===== src/athys_consts.vh =====
// Constants for the acquisition trigger hysteresis block
`ifndef ATHYS_CONSTS_VH
`define ATHYS_CONSTS_VH
// =====================================================
// Register byte offsets
`define ATHYS_OFS_CTRL 8'h00
`define ATHYS_OFS_COUNT 8'h04
`define ATHYS_OFS_CURR_LEVEL 8'h08
`define ATHYS_OFS_CURR_BAND 8'h0C
`define ATHYS_OFS_METER_LEVEL 8'h10
`define ATHYS_OFS_METER_BAND 8'h14
`define ATHYS_OFS_VOLT_LEVEL 8'h18
`define ATHYS_OFS_VOLT_BAND 8'h1C
`define ATHYS_OFS_STATUS 8'h20
// =====================================================
// Control field positions
`define ATHYS_CTRL_ARM 0
`define ATHYS_CTRL_ABORT 1
`define ATHYS_CTRL_SRC_LO 2
`define ATHYS_CTRL_SLOPE_LO 4
// =====================================================
// Source and slope codes
`define ATHYS_SRC_VOLT 2'h0
`define ATHYS_SRC_CURR 2'h1
`define ATHYS_SRC_METER 2'h2
`define ATHYS_SLOPE_RISE 2'h0
`define ATHYS_SLOPE_FALL 2'h1
`define ATHYS_SLOPE_EITHER 2'h2
// =====================================================
// Reset values and limits
`define ATHYS_COUNT_MIN 7'h01
`define ATHYS_COUNT_MAX 7'h64
`define ATHYS_COUNT_RST 7'h01
`define ATHYS_BAND_RST 16'h0000
`define ATHYS_LEVEL_RST 16'h0000
`endif


===== src/athys_band_detect.v =====
// Hysteresis band crossing detector for one sampled quantity
`timescale 1ns/100ps
module athys_band_detect (
    input wire hclk,
    input wire hresetn,
    input wire clear,
    input wire sample_valid,
    input wire [15:0] sample,
    input wire [15:0] level,
    input wire [15:0] band,
    output reg rise_reg,
    output reg fall_reg
);
    // =====================================================
    // Band limits
    wire [16:0] half_band;
    wire [16:0] upper;
    wire [16:0] lower;
    wire below;
    wire above;
    // Zone memory: 0 none seen, 1 below band, 2 above band
    reg [1:0] zone_reg;
    reg [1:0] zone_next;

    assign half_band = {2'h0, band[15:1]};
    // Upper limit is level plus half the band
    assign upper = {1'h0, level} + half_band;
    // Lower limit saturates at zero, where an unsigned sample can never go under it
    assign lower = ({1'h0, level} > half_band) ? ({1'h0, level} - half_band) : 17'h00000;
    // With a zero band both limits equal the level itself
    assign below = ({1'h0, sample} < lower);
    assign above = ({1'h0, sample} > upper);

    // =====================================================
    // Zone tracking
    always @* begin
        zone_next = zone_reg;
        if (clear) begin
            zone_next = 2'h0;
        end else if (sample_valid && below) begin
            zone_next = 2'h1;
        end else if (sample_valid && above) begin
            zone_next = 2'h2;
        end
    end

    // Edges need a prior opposite zone, so in-band wobble never fires
    always @(posedge hclk or negedge hresetn) begin
        if (!hresetn) begin
            zone_reg <= 2'h0;
            rise_reg <= 1'b0;
            fall_reg <= 1'b0;
        end else begin
            zone_reg <= zone_next;
            rise_reg <= !clear && sample_valid && above && (zone_reg == 2'h1);
            fall_reg <= !clear && sample_valid && below && (zone_reg == 2'h2);
        end
    end
endmodule // athys_band_detect


===== src/athys_trigger.v =====
// Acquisition trigger qualifier with hysteresis, sample count and AHB-Lite registers
// Summary of operation
// - Sample count holds 1 to 100, resets to 1, sets measurements per acquisition.
// - After each measurement completes, wait for the next qualifying crossing.
// - Current band limits are level plus and minus half the band width.
// - Rising current trigger needs a sample below lower, then above upper.
// - Falling current trigger needs a sample above upper, then below lower.
// - Current band width settable from zero upward, resets to zero.
// - Meter input has its own band around its level, resetting to zero.
// - Rising meter trigger needs below lower first, then above upper.
// - Falling meter trigger needs above upper first, then below lower.
// - Slope is rising, falling or either; rising after reset.
// - Each qualifying trigger starts a measurement of the selected quantity.
//
// Design decisions made here: the register addresses and the AHB-Lite register port.
`timescale 1ns/100ps
`include "athys_consts.vh"
module athys_trigger (
    input wire hclk,
    input wire hresetn,
    input wire hsel,
    input wire [31:0] haddr,
    input wire [1:0] htrans,
    input wire hwrite,
    input wire [2:0] hsize,
    input wire [31:0] hwdata,
    input wire hready,
    output reg hreadyout_reg,
    output reg hresp_reg,
    output reg [31:0] hrdata_reg,
    input wire sample_valid,
    input wire [15:0] volt_sample,
    input wire [15:0] curr_sample,
    input wire [15:0] meter_sample,
    input wire meas_done,
    output reg meas_start_reg,
    output reg [1:0] meas_sel_reg,
    output reg acq_active_reg
);
    // =====================================================
    // States
    localparam ST_IDLE = 2'h0;
    localparam ST_WAIT = 2'h1;
    localparam ST_MEAS = 2'h2;

    // =====================================================
    // Declarations
    reg [1:0] state_reg;
    reg [1:0] src_reg;
    reg [1:0] slope_reg;
    reg [6:0] count_reg;
    reg [6:0] taken_reg;
    reg done_reg;
    reg [15:0] curr_level_reg;
    reg [15:0] curr_band_reg;
    reg [15:0] meter_level_reg;
    reg [15:0] meter_band_reg;
    reg [15:0] volt_level_reg;
    reg [15:0] volt_band_reg;
    reg wr_pend_reg;
    reg [7:0] wr_addr_reg;
    wire addr_phase;
    wire [7:0] ap_addr;
    wire wr_now;
    wire arm_wr;
    wire abort_wr;
    wire [2:0] rise_v;
    wire [2:0] fall_v;
    reg sel_rise;
    reg sel_fall;
    wire qualified;

    // =====================================================
    // Helper functions
    // Slope filter shared by every source
    function slope_pass;
        input [1:0] slope;
        input r;
        input f;
        begin
            case (slope)
                `ATHYS_SLOPE_RISE: slope_pass = r;
                `ATHYS_SLOPE_FALL: slope_pass = f;
                `ATHYS_SLOPE_EITHER: slope_pass = r | f;
                default: slope_pass = 1'b0;
            endcase
        end
    endfunction

    // Register read mux, used for the read data register
    function [31:0] read_word;
        input [7:0] a;
        begin
            case (a)
                `ATHYS_OFS_CTRL: read_word = {26'h0000000, slope_reg, src_reg, 2'h0};
                `ATHYS_OFS_COUNT: read_word = {25'h0000000, count_reg};
                `ATHYS_OFS_CURR_LEVEL: read_word = {16'h0000, curr_level_reg};
                `ATHYS_OFS_CURR_BAND: read_word = {16'h0000, curr_band_reg};
                `ATHYS_OFS_METER_LEVEL: read_word = {16'h0000, meter_level_reg};
                `ATHYS_OFS_METER_BAND: read_word = {16'h0000, meter_band_reg};
                `ATHYS_OFS_VOLT_LEVEL: read_word = {16'h0000, volt_level_reg};
                `ATHYS_OFS_VOLT_BAND: read_word = {16'h0000, volt_band_reg};
                `ATHYS_OFS_STATUS: read_word = {15'h0000, done_reg, 1'h0, taken_reg, 6'h00, state_reg};
                default: read_word = 32'h00000000;
            endcase
        end
    endfunction

    // =====================================================
    // AHB-Lite slave, zero wait states
    assign addr_phase = hsel && htrans[1] && hready;
    assign ap_addr = {haddr[7:2], 2'h0};
    assign wr_now = wr_pend_reg;
    assign arm_wr = wr_now && (wr_addr_reg == `ATHYS_OFS_CTRL) && hwdata[`ATHYS_CTRL_ARM];
    assign abort_wr = wr_now && (wr_addr_reg == `ATHYS_OFS_CTRL) && hwdata[`ATHYS_CTRL_ABORT];

    // Address phase capture; read data is fetched early so the data phase needs no wait
    always @(posedge hclk or negedge hresetn) begin
        if (!hresetn) begin
            wr_pend_reg <= 1'b0;
            wr_addr_reg <= 8'h00;
            hrdata_reg <= 32'h00000000;
            hreadyout_reg <= 1'b0;
            hresp_reg <= 1'b0;
        end else begin
            hreadyout_reg <= 1'b1;
            hresp_reg <= 1'b0;
            wr_pend_reg <= addr_phase && hwrite;
            if (addr_phase) begin
                wr_addr_reg <= ap_addr;
            end
            if (addr_phase && !hwrite) begin
                hrdata_reg <= read_word(ap_addr);
            end
        end
    end

    // Settings registers; an out-of-range count is dropped so the old value stands
    always @(posedge hclk or negedge hresetn) begin
        if (!hresetn) begin
            src_reg <= `ATHYS_SRC_VOLT;
            slope_reg <= `ATHYS_SLOPE_RISE;
            count_reg <= `ATHYS_COUNT_RST;
            curr_level_reg <= `ATHYS_LEVEL_RST;
            curr_band_reg <= `ATHYS_BAND_RST;
            meter_level_reg <= `ATHYS_LEVEL_RST;
            meter_band_reg <= `ATHYS_BAND_RST;
            volt_level_reg <= `ATHYS_LEVEL_RST;
            volt_band_reg <= `ATHYS_BAND_RST;
        end else if (wr_now) begin
            case (wr_addr_reg)
                `ATHYS_OFS_CTRL: begin
                    src_reg <= hwdata[`ATHYS_CTRL_SRC_LO+1:`ATHYS_CTRL_SRC_LO];
                    slope_reg <= hwdata[`ATHYS_CTRL_SLOPE_LO+1:`ATHYS_CTRL_SLOPE_LO];
                end
                `ATHYS_OFS_COUNT: begin
                    if (hwdata[31:7] == 25'h0000000 && hwdata[6:0] >= `ATHYS_COUNT_MIN
                        && hwdata[6:0] <= `ATHYS_COUNT_MAX) begin
                        count_reg <= hwdata[6:0];
                    end
                end
                `ATHYS_OFS_CURR_LEVEL: curr_level_reg <= hwdata[15:0];
                `ATHYS_OFS_CURR_BAND: curr_band_reg <= hwdata[15:0];
                `ATHYS_OFS_METER_LEVEL: meter_level_reg <= hwdata[15:0];
                `ATHYS_OFS_METER_BAND: meter_band_reg <= hwdata[15:0];
                `ATHYS_OFS_VOLT_LEVEL: volt_level_reg <= hwdata[15:0];
                `ATHYS_OFS_VOLT_BAND: volt_band_reg <= hwdata[15:0];
                default: src_reg <= src_reg;
            endcase
        end
    end

    // =====================================================
    // Crossing detectors, one per quantity; history is cleared on arming
    athys_band_detect u_volt (.hclk(hclk), .hresetn(hresetn), .clear(arm_wr), .sample_valid(sample_valid),
        .sample(volt_sample), .level(volt_level_reg), .band(volt_band_reg), .rise_reg(rise_v[0]),
        .fall_reg(fall_v[0]));
    athys_band_detect u_curr (.hclk(hclk), .hresetn(hresetn), .clear(arm_wr), .sample_valid(sample_valid),
        .sample(curr_sample), .level(curr_level_reg), .band(curr_band_reg), .rise_reg(rise_v[1]),
        .fall_reg(fall_v[1]));
    athys_band_detect u_meter (.hclk(hclk), .hresetn(hresetn), .clear(arm_wr), .sample_valid(sample_valid),
        .sample(meter_sample), .level(meter_level_reg), .band(meter_band_reg), .rise_reg(rise_v[2]),
        .fall_reg(fall_v[2]));

    // Pick the edges of the selected quantity
    always @* begin
        case (src_reg)
            `ATHYS_SRC_CURR: begin
                sel_rise = rise_v[1];
                sel_fall = fall_v[1];
            end
            `ATHYS_SRC_METER: begin
                sel_rise = rise_v[2];
                sel_fall = fall_v[2];
            end
            default: begin
                sel_rise = rise_v[0];
                sel_fall = fall_v[0];
            end
        endcase
    end

    assign qualified = slope_pass(slope_reg, sel_rise, sel_fall);

    // =====================================================
    // Acquisition sequencer
    // A crossing seen during a measurement is dropped: only one measurement runs at a time
    always @(posedge hclk or negedge hresetn) begin
        if (!hresetn) begin
            state_reg <= ST_IDLE;
            taken_reg <= 7'h00;
            done_reg <= 1'b0;
            meas_start_reg <= 1'b0;
            meas_sel_reg <= `ATHYS_SRC_VOLT;
            acq_active_reg <= 1'b0;
        end else begin
            meas_start_reg <= 1'b0;
            if (abort_wr) begin
                state_reg <= ST_IDLE;
                acq_active_reg <= 1'b0;
            end else begin
                case (state_reg)
                    ST_IDLE: begin
                        // One arm serves the whole count
                        if (arm_wr) begin
                            state_reg <= ST_WAIT;
                            taken_reg <= 7'h00;
                            done_reg <= 1'b0;
                            acq_active_reg <= 1'b1;
                        end
                    end
                    ST_WAIT: begin
                        if (qualified) begin
                            meas_start_reg <= 1'b1;
                            meas_sel_reg <= src_reg;
                            state_reg <= ST_MEAS;
                        end
                    end
                    ST_MEAS: begin
                        if (meas_done) begin
                            taken_reg <= taken_reg + 7'h01;
                            if (taken_reg + 7'h01 >= count_reg) begin
                                state_reg <= ST_IDLE;
                                done_reg <= 1'b1;
                                acq_active_reg <= 1'b0;
                            end else begin
                                state_reg <= ST_WAIT;
                            end
                        end
                    end
                    default: begin
                        state_reg <= ST_IDLE;
                        acq_active_reg <= 1'b0;
                    end
                endcase
            end
        end
    end
endmodule // athys_trigger


===== config.mk =====
export PLATFORM = sky130hd
export DESIGN_NAME = athys_trigger
export DESIGN_NICKNAME = d
export VERILOG_FILES = /design/src/athys_band_detect.v /design/src/athys_trigger.v
export VERILOG_INCLUDE_DIRS = /design/src
export SDC_FILE = /design/constraint.sdc
export NUM_CORES = 1
export LEC_CHECK = 0
export BUFFER_PORTS_ARGS = -buffer_cell sky130_fd_sc_hd__buf_2
export CORE_ASPECT_RATIO = 1.75
export CORE_MARGIN = 3
export CORE_UTILIZATION = 35
export DETAILED_ROUTE_END_ITERATION = 12
export SLEW_MARGIN = 15
export SYNTH_ARGS = -nofsm -noshare
export SYNTH_HDL_FRONTEND = slang
export SYNTH_SLANG_ARGS = --single-unit

===== constraint.sdc =====
create_clock -name hclk -period 8 [get_ports hclk]
set_input_delay 0.4 -clock hclk [delete_from_list [all_inputs] [get_ports hclk]]
set_output_delay 0.4 -clock hclk [all_outputs]
set_load 0.01 [all_outputs]

==> results of run 1 <==
[layer usage]
| metal | part of all wire [%] | up-vias |
|---|---|---|
| li1 | - | 5849 |
| met1 | 36 | 5839 |
| met2 | 53 | 341 |
| met3 | 3.4 | 123 |
| met4 | 7.8 | 2 |
| met5 | 0.029 | - |
[how the worst min path moves through the flow]
stage | to | slack (ns) | cells after the start
after floorplan | acq_active_reg | 0.10 | 0
after global placement | u_curr.fall_reg | 0.41 | 1
after detailed placement | u_curr.rise_reg | 0.44 | 1
after CTS | hrdata_reg[15] | 0.03 | 1
after global routing | hrdata_reg[15] | 0.05 | 1
final | hrdata_reg[15] | -0.001 | 1
[through the flow]
step,hold WS [ns],total power (uW),instances,setup WS [ns]
after global placement,0.415,2300,2129,3.12
final,-0.00128,3210,2161,2.99
after floorplan,0.104,1970,1605,3.93
after detailed placement,0.441,2340,2129,3.07
after CTS,0.0334,3210,2160,3.06
after global routing,0.0459,3440,2161,2.60
[power breakdown]
group | switching, uW | internal, uW | total, uW
logic | 770 | 586 | 1360
clock network | 326 | 537 | 863
registers | 104 | 884 | 989
[final cells by class]
| cell class | instances | area [um2] |
|---|---|---|
| Clock inverter | 10 | 163 |
| Multi-Input combinational cell | 1240 | 9410 |
| Fill cell | 4082 | 24400 |
| Clock buffer | 21 | 460 |
| Antenna cell | 1 | 2.50 |
| Timing Repair Buffer | 122 | 634 |
| Tap cell | 495 | 619 |
| Sequential cell | 158 | 3960 |
| Inverter | 114 | 428 |
[kinds of logic (layout without fill, tap and decap cells)]
logic type | count (synthesis) | after routing
AO/OA/AOI/OAI | 403 | 403
buffers and inverters | 207 | 267
adder cells (fa/ha/maj) | 199 | 199
multiplexers | 115 | 115
XOR/XNOR | 73 | 73
AND/OR/NAND/NOR | 433 | 433
flip-flops | 158 | 158
other | 2 | 18
[worst max-delay path: stages, from the launching register on]
cell and delay (ns):
dfrtp_1 0.42, ha_1 0.49, nor2_1 0.10, o2111a_1 0.28
o31ai_1 0.36, a31oi_1 0.18, o41ai_1 0.68, mux2_2 0.41
nor4_1 0.29, ha_1 0.29, nand3_1 0.23, nor2_1 0.06
and4_1 0.25, a21oi_1 0.15, and4b_1 0.20, o311ai_1 0.18
a221oi_1 0.32
[layout by cell type (no fill, tap or decap), types with 33 or more instances in the layout]
master | synthesis | layout
ha_1 | 193 | 193
a21o_1 | 33 | 33
buf_2 | 10 | 114
inv_1 | 110 | 110
nor2_1 | 95 | 95
dfrtp_1 | 157 | 157
o21ai_0 | 93 | 93
xnor2_1 | 63 | 63
mux2_2 | 98 | 98
nand2_1 | 148 | 148
a21oi_1 | 89 | 89
==> summary.txt, run 1 <==
top cell type's share of synthesized area -> 27.7%
setup violators final -> 0
Post-Syn Instances -> 1,590
area grow syn2layout -> 10.3%
Core Box Area -> 40,100 um2
DR WL/cell -> 20.7 um
Post-CTS Setup Inserts -> 0
worst vdd ir -> 0.000147 V
mux contribution to synthesized area -> 9.32%
share of layout cells above drive strength 1 -> 16.8%
max FFs per register -> 17
met3 usage -> 2.69%
Clock Tree Buf Depth -> 2
GRT met2 Usage -> 38.0%
sequential fraction of the synthesis area -> 27.8%
worst skew pair latency -> 0.43 ns
setup total negative slack -> 0 ns
Residual DRC -> 0
grt ovf -> 0
Row Count -> 97
ys flop type -> dfrtp_1
hold slack -> -0.00128 ns
Routed WL -> 44.8 mm
Critical Path Fanout Max -> 9
Synth area leader -> dfrtp_1
Design Area, Final -> 15,700 um2
CTS buffer count -> 17
CTS root buffer -> clkbuf_16
total track usage -> 20.7%
Synth Area in Compound Gates -> 18.9%
die area -> 43,100 um2
library cells used by synthesis -> 88
starting density of the core -> 35.5%
DRT iter0 DRCs -> 997
headroom to the max-slew limit -> 16.7%
Crit Path Category -> reg -> reg
clock tree from TritonCTS -> done
Initial DRT Pass Iterations -> 6
vias in the first global route -> 12,348
fmax -> 0.200 GHz
post-synthesis xor/xnor area fraction -> 4.50%
crit end category -> register
Final Util -> 39.1%
largest net degree at the start of global routing -> 82
CP endpoint -> u_curr.zone_reg[1]
max-cap violations -> 0
Vias -> 12,154
clock sinks -> 158
CTS clk-pin slew, worst paths -> 0.06 ns
NumNets Final -> 1,976
DP Wirelength -> 36.3 mm
pins over their slew limit -> 0
first-pass GRT wire length -> 68.9 mm
Power Dens Cells -> 205 nW/um2
busiest layer in global routing -> met2
R2R Setup Slk -> 2.99 ns
Worst R2R Path Depth -> 16
Worst R2R Start -> curr_level_reg[2]
Post-Synth Simple-Gate Area -> 15.1%
largest family of logic cells by synthesized area -> compound AO/OA/AOI/OAI gates
RSZ-0062 raised after global routing -> no
Vias/cell -> 5.62
final hold violation count -> 4
top cells by count, synth -> ha_1, dfrtp_1, nand2_1, inv_1, mux2_2
Final Wtd Congestion -> 0.899
status -> complete, but fails checks
initial antenna violation count -> 2
Post-Syn Area -> 14,200 um2
leakage -> 0.00724 uW
ANT nets after route -> 0
CP Launch Point -> curr_level_reg[2]
Post-synth EDFFs -> 0
Tcrit/Tclk final -> 62.6%
CP arrival -> 5.34 ns
port bufs -> 115
H-tree lvl count -> 4
Synth area leaders -> dfrtp_1, ha_1, mux2_2, nand2_1, xnor2_1
top-count cell post-synth -> ha_1
fraction of registers with async set/reset -> 100%
Clock Skews -> 0.00914 ns
M1 GR Usage -> 21.3%
Slew @ Worst Pin -> 1.25 ns
Yosys reg bits -> 158
Critical Path Start Type -> register
CP required -> 8.33 ns
I/O pins -> 162
Tightest Hold Check Type -> in -> async
Crit Reg-Reg Endpoint -> u_curr.zone_reg[1]
failing checks -> negative hold slack
YS warnings -> 0
Die Ht -> 273 um
Area after DPL -> 15,000 um2
post_cts resized -> 0
Avg Cell Area, Syn -> 8.94 um2
die width -> 158 um
Tmin final -> 5.01 ns
Synth Area in Adders -> 17.8%
hold_buf cts -> 0
(Power assumes the default switching activity.)
==> inputs of run 2 (changes only) <==
--- a/config.mk
+++ b/config.mk
@@ -6,6 +6,7 @@
 export SDC_FILE = /design/constraint.sdc
 export NUM_CORES = 1
 export LEC_CHECK = 0
+export ABC_AREA = 1
 export BUFFER_PORTS_ARGS = -buffer_cell sky130_fd_sc_hd__buf_2
 export CORE_ASPECT_RATIO = 1.75
 export CORE_MARGIN = 3
==> constraint.sdc (replaced) <==
create_clock -name hclk -period 4.58 [get_ports hclk]
set_input_delay 0.229 -clock hclk [delete_from_list [all_inputs] [get_ports hclk]]
set_output_delay 0.229 -clock hclk [all_outputs]
set_load 0.01 [all_outputs]
==> summary.txt, run 2 <==
Final Wtd Congestion -> 0.975 (+8.4%)
busiest layer in global routing -> met2
DP Wirelength -> 40.8 mm (+12%)
M1 GR Usage -> 22.7% (+1.4 points)
port bufs -> 115 (unchanged)
WP buf/inv -> 2 (+2)
Initial DRT Pass Iterations -> 7 (+1)
Slew @ Worst Pin -> 1.08 ns (-0.171 ns)
Vias/cell -> 5.11 (-9.1%)
placed cells -> 2,680 (+26%)
RSZ-0062 raised after global routing -> no
setup violators final -> 0 (unchanged)
met3 usage -> 2.05% (-0.64 points)
Post-synth EDFFs -> 0 (unchanged)
Max stage delay on crit path -> 0.46 ns (-0.22 ns)
sequential fraction of the synthesis area -> 27.4% (-0.46 points)
Post-Syn Instances -> 2,072 (+30%)
Tightest Hold Check Type -> in -> reg
Clock Skews -> 0.00837 ns (-0.000774 ns)
Synth area leader -> dfrtp_1
top-count cell post-synth -> nand2_1
pins over their slew limit -> 0 (unchanged)
total track usage -> 22.5% (+1.8 points)
crit end category -> register
ys flop type -> dfrtp_1
Worst R2R Start -> meter_band_reg[3]
worst vdd ir -> 0.000208 V (+41%)
CP Launch Point -> meter_band_reg[3]
clock sinks -> 158 (unchanged)
hold path start -> hwrite
CTS clk-pin slew, worst paths -> 0.07 ns (about the same)
Die Ht -> 275 um (+0.82%)
first-pass GRT wire length -> 76.8 mm (+12%)
Avg Cell Area, Syn -> 6.97 um2 (-22%)
initial antenna violation count -> 2 (unchanged)
Critical Path Start Type -> register
fraction of registers with async set/reset -> 100% (unchanged)
max FFs per register -> 17 (unchanged)
Tmin final -> 3.96 ns (-1.05 ns)
library cells used by synthesis -> 57 (-35%)
worst-path cell chain -> inv_1, ha_1, nand2_1, nor2_1, nand3_1, nand3_1, nand2_1, a21boi_2, buf_4, nand3_1, ha_1, nand2_1, nor2_1, a21boi_0, nor2_1, nand2_1, nand2_1, a21oi_1, nand2_1, nand2_1, nand3_1, nand2_1
headroom to the max-slew limit -> 27.9% (+11 points)
top cells by count, synth -> nand2_1, inv_1, ha_1, dfrtp_1, o21ai_0
largest net degree at the start of global routing -> 89 (+8.5%)
DRT iter0 DRCs -> 654 (-34%)
Residual DRC -> 0 (unchanged)
CP required -> 4.96 ns (-3.37 ns)
final hold violation count -> 0 (-4)
Tot Pwr -> 8300 uW (+160%)
Post-Syn Area -> 14,400 um2 (+1.7%)
share of layout cells above drive strength 1 -> 9.82% (-6.9 points)
CP arrival -> 4.34 ns (-1.00 ns)
Power Dens Cells -> 517 nW/um2 (+150%)
DR WL/cell -> 18.3 um (-12%)
Crit-path slowest cell -> ha_1
Filler cells -> 4,284 (+4.9%)
worst skew pair latency -> 0.45 ns (+0.02 ns)
Final Util -> 39.7% (+0.58 points)
clock tree from TritonCTS -> done
setup total negative slack -> 0 ns (unchanged)
Vias -> 13,878 (+14%)
Yosys reg bits -> 158 (unchanged)
ANT nets after route -> 0 (unchanged)
starting density of the core -> 35.7% (+0.27 points)
H-tree lvl count -> 4 (unchanged)
Routed WL -> 49.6 mm (+11%)
Synth area leaders -> dfrtp_1, ha_1, nand2_1, inv_1, o21ai_0
die area -> 43,800 um2 (+1.6%)
commonest non-fill, non-tap cell in the layout -> nand2_1
area grow syn2layout -> 11.1%
vias in the first global route -> 14,044 (+14%)
FF/Latch Area -> 3960 um2 (unchanged)
Layout Cells excl Fill -> 2,716 (+26%)
footprint of the multi-input gates -> 9150 um2 (-2.8%)
Clock Tree Buf Depth -> 2 (unchanged)
die width -> 160 um (+0.80%)
Row Count -> 97 (unchanged)
status -> finished clean
CP dominant cell by count -> nand2_1
NumNets Final -> 2,480 (+26%)
max-cap violations -> 0 (unchanged)
GRT met2 Usage -> 43.4% (+5.5 points)
CP top delay family -> simple AND/OR/NAND/NOR gates
YS warnings -> 0 (unchanged)
Crit Path Category -> reg -> reg
top cell type's share of synthesized area -> 27.2% (-0.46 points)
Core Box Area -> 40,400 um2 (+0.91%)
CTS root buffer -> clkbuf_16
Tcrit/Tclk final -> 86.4% (+24 points)
Critical Path Fanout Max -> 8 (-1)
CTS buffer count -> 17 (unchanged)
leakage -> 0.00922 uW (+27%)
fmax -> 0.253 GHz (+27%)
grt ovf -> 0 (unchanged)
most frequent cells in the layout -> nand2_1, inv_1, ha_1
I/O pins -> 162 (unchanged)
run 2: layout make-up:
type                       count  area share [%]
multi-input combinational   1586            57.0
sequential                   158            24.6
inverter                     269            6.34
tap                          544            4.24
timing repair buffer         125            4.12
clock buffer                  19            2.76
clock inverter                13           0.873
antenna                        2          0.0312
run 2: worst register-to-register path: stages, from the launching register on:
cell and delay [ns]:
dfrtp_1 0.38, inv_1 0.13, ha_1 0.46, nand2_1 0.12, nor2_1 0.16, nand3_1 0.13, nand3_1 0.20, nand2_1 0.11
a21boi_2 0.36, buf_4 0.22, nand3_1 0.08, ha_1 0.28, nand2_1 0.06, nor2_1 0.13, a21boi_0 0.23, nor2_1 0.11
nand2_1 0.07, nand2_1 0.05, a21oi_1 0.27, nand2_1 0.13, nand2_1 0.08, nand3_1 0.07, nand2_1 0.08
run 2: power by group:
part / total (uW) / internal, uW / switching (uW)
combinational: 4960 / 1810 / 3150
clock: 1450 / 786 / 665
sequential: 1890 / 1620 / 267
total: 8300 / 4220 / 4080
run 2: path summary, 6_finish.rpt:
path / cells past startpoint / to / slack [ns]
worst max-delay path: 22 / u_meter.zone_reg[1] / 0.62
min in group asynchronous: 2 / acq_active_reg / 0.38
max in group asynchronous: 3 / taken_reg[0] / 2.95
worst max register to register: 22 / u_meter.zone_reg[1] / 0.62
worst min-delay path: 3 / wr_now / 0.006
worst min register to register: 2 / hrdata_reg[3] / 0.48
run 2: per-stage QoR:
| step | hold slack (ns) | setup slack [ns] | cell area, um2 |
|---|---|---|---|
| global route | 0.0203 | 0.211 | 16000 |
| floorplan | -0.0666 | 1.54 | 14500 |
| detailed placement | 0.348 | 0.668 | 15400 |
| CTS | 0.00155 | 0.636 | 16000 |
| finish | 0.00617 | 0.621 | 16000 |
| global placement | 0.342 | 0.728 | 15400 |
run 2: logic make-up (layout without fill, tap and decap cells):
logic type      after synthesis  in the layout  synth area share (%)
flops                       158            158                  27.4
buf+inv                     343            426                  9.70
compound gates              388            388                  15.3
mux                           1              1                0.0780
xor+xnor                     44             44                  2.67
other cells                   2             19                0.0520
simple gates                937            937                  27.2
fa+ha+maj                   199            199                  17.5
run 2: timing repair:
action | CTS | global route
setup buffers | 0 | 0
hold endpoints to repair | 86 | 0
hold buffers | 2 | 0
resized for setup | 0 | 0
run 2: per-layer routing:
layer | share of wire, % | up-vias
met4 | 7.4 | 0
li1 | - | 6944
met2 | 53 | 403
met5 | 0 | -
met3 | 3.2 | 130
met1 | 36 | 6401
==> inputs of run 3 (changes only) <==
--- a/config.mk
+++ b/config.mk
@@ -10,7 +10,7 @@
 export BUFFER_PORTS_ARGS = -buffer_cell sky130_fd_sc_hd__buf_2
 export CORE_ASPECT_RATIO = 1.75
 export CORE_MARGIN = 3
-export CORE_UTILIZATION = 35
+export CORE_UTILIZATION = 25
 export DETAILED_ROUTE_END_ITERATION = 12
 export SLEW_MARGIN = 15
 export SYNTH_ARGS = -nofsm -noshare
==> summary.txt, run 3 (synthesis results as in run 2) <==
status -> finished clean
Core Box Area -> 57,200 um2 (+41%)
area grow syn2layout -> 12.9%
vias in the first global route -> 13,905 (-0.99%)
CP required -> 4.96 ns (about the same)
ANT nets after route -> 0 (unchanged)
RSZ-0062 raised after global routing -> no
clock sinks -> 158 (unchanged)
Vias/cell -> 4.69 (-8.1%)
die width -> 188 um (+18%)
Residual DRC -> 0 (unchanged)
CP arrival -> 4.27 ns (-0.07 ns)
Clock Tree Buf Depth -> 2 (unchanged)
headroom to the max-slew limit -> 31.7% (+3.8 points)
NumNets Final -> 2,479 (-0.040%)
first-pass GRT wire length -> 78.2 mm (+1.7%)
Tmin final -> 3.89 ns (-0.0719 ns)
R2R Setup Slk -> 0.69 ns (+0.07 ns)
setup total negative slack -> 0 ns (unchanged)
Vias -> 13,789 (-0.64%)
fmax -> 0.257 GHz (+1.9%)
Critical Path Start Type -> register
die area -> 60,800 um2 (+39%)
Tcrit/Tclk final -> 84.9% (-1.6 points)
Initial DRT Pass Iterations -> 7 (unchanged)
Post-CTS Setup Inserts -> 0 (unchanged)
pins over their slew limit -> 0 (unchanged)
DR WL/cell -> 17.5 um (-4.0%)
Power Dens Cells -> 504 nW/um2 (-2.5%)
Die Ht -> 324 um (+18%)
post_cts resized -> 0 (unchanged)
grt ovf -> 0 (unchanged)
DP Wirelength -> 42.9 mm (+5.2%)
setup violators final -> 0 (unchanged)
Routed WL -> 51.5 mm (+3.8%)
total track usage -> 16.8% (-5.7 points)
CTS buffer count -> 17 (unchanged)
crit end category -> register
max-cap violations -> 0 (unchanged)
worst vdd ir -> 0.000171 V (-18%)
Slew @ Worst Pin -> 1.02 ns (-0.0571 ns)
port bufs -> 115 (unchanged)
Filler cells -> 6,469 (+51%)
Final Wtd Congestion -> 0.962 (-1.3%)
commonest non-fill, non-tap cell in the layout -> nand2_1
H-tree lvl count -> 4 (unchanged)
worst skew pair latency -> 0.45 ns (about the same)
Tightest Hold Check Type -> in -> reg
Critical Path Fanout Max -> 9 (+1)
most frequent cells in the layout -> nand2_1, inv_1, ha_1
Clock Skews -> 0.0142 ns (+0.00581 ns)
Row Count -> 116 (+20%)
Crit Path Category -> reg -> reg
leakage -> 0.00920 uW (-0.24%)
clock tree from TritonCTS -> done
Layout Cells excl Fill -> 2,937 (+8.1%)
max FFs per register -> 17 (unchanged)
starting density of the core -> 25.3% (-10 points)
CTS clk-pin slew, worst paths -> 0.07 ns (about the same)
final hold violation count -> 0 (unchanged)
share of layout cells above drive strength 1 -> 9.82% (about the same)
I/O pins -> 162 (unchanged)
DRT iter0 DRCs -> 754 (+15%)
placed cells -> 2,903 (+8.3%)
largest net degree at the start of global routing -> 86 (-3.4%)
initial antenna violation count -> 1 (-1)
CTS root buffer -> clkbuf_16
==> run 3: per-layer routing <==
layer | global-route usage [%] | share of wire, % | up-vias
met5 | 0 | 0 | -
met4 | 13.9 | 9.1 | 0
met3 | 2.22 | 3.6 | 135
met2 | 32.4 | 53 | 359
met1 | 15.6 | 35 | 6350
li1 | - | - | 6945
==> run 3: path summary, 6_finish.rpt <==
check	from	endpoint	depth (start not counted)
max in group asynchronous	hresetn	meter_band_reg[2]	3
min in group asynchronous	hresetn	hrdata_reg[13]	2
worst min register to register	hrdata_reg[6]	hrdata_reg[6]	2
worst max register to register	meter_band_reg[5]	u_meter.zone_reg[1]	21
worst min-delay path	meas_done	state_reg[1]	2
worst max-delay path	meter_band_reg[5]	u_meter.zone_reg[1]	21
==> run 3: layout make-up <==
type	instances	area (um2)	share of cell area [%]
diodes	1	2.50	0.0154
repair buffers	124	664	4.08
inverters	269	1020	6.24
clock inverters	13	115	0.706
well taps	767	960	5.89
clock buffers	19	443	2.72
multi-input cells	1586	9150	56.1
flip-flops and latches	158	3960	24.3
==> run 3: what timing repair did <==
action,CTS,global route
setup endpoints to repair,0,0
hold buffers,1,0
hold endpoints to repair,83,0
==> run 3: where the power goes <==
group	internal [uW]	total (uW)	switching (uW)
Sequential	1620	1890	268
Clock	763	1400	633
Combinational	1810	4930	3130
==> run 3: worst max-delay path: stages (launching register included) <==
cell and delay [ns]:
dfrtp_1 0.36, inv_1 0.15, ha_1 0.49, nand2_1 0.11, nor2_1 0.14, nand3_1 0.14
nand3_1 0.22, nand2_1 0.12, a21boi_2 0.38, nand3_1 0.13, ha_1 0.32, nand2_1 0.08
nor2_1 0.14, a21boi_0 0.23, nor2_1 0.10, nand2_1 0.08, nand2_1 0.05, a21oi_1 0.23
nand2_1 0.14, nand2_1 0.08, nand3_1 0.08, nand2_1 0.06
==> run 3: stage by stage <==
step                worst slack (ns)  util, %  power (uW)  cell area [um2]  hold WS (ns)
CTS                            0.694     28.5        8270            16300       0.00340
global placement               0.746     27.5        6760            15700         0.346
floorplan                       1.54        -        5500            14500       -0.0666
detailed placement             0.711     27.5        6850            15700         0.343
global route                   0.229     28.5        9080            16300        0.0119
finish                         0.693     28.5        8220            16300        0.0182
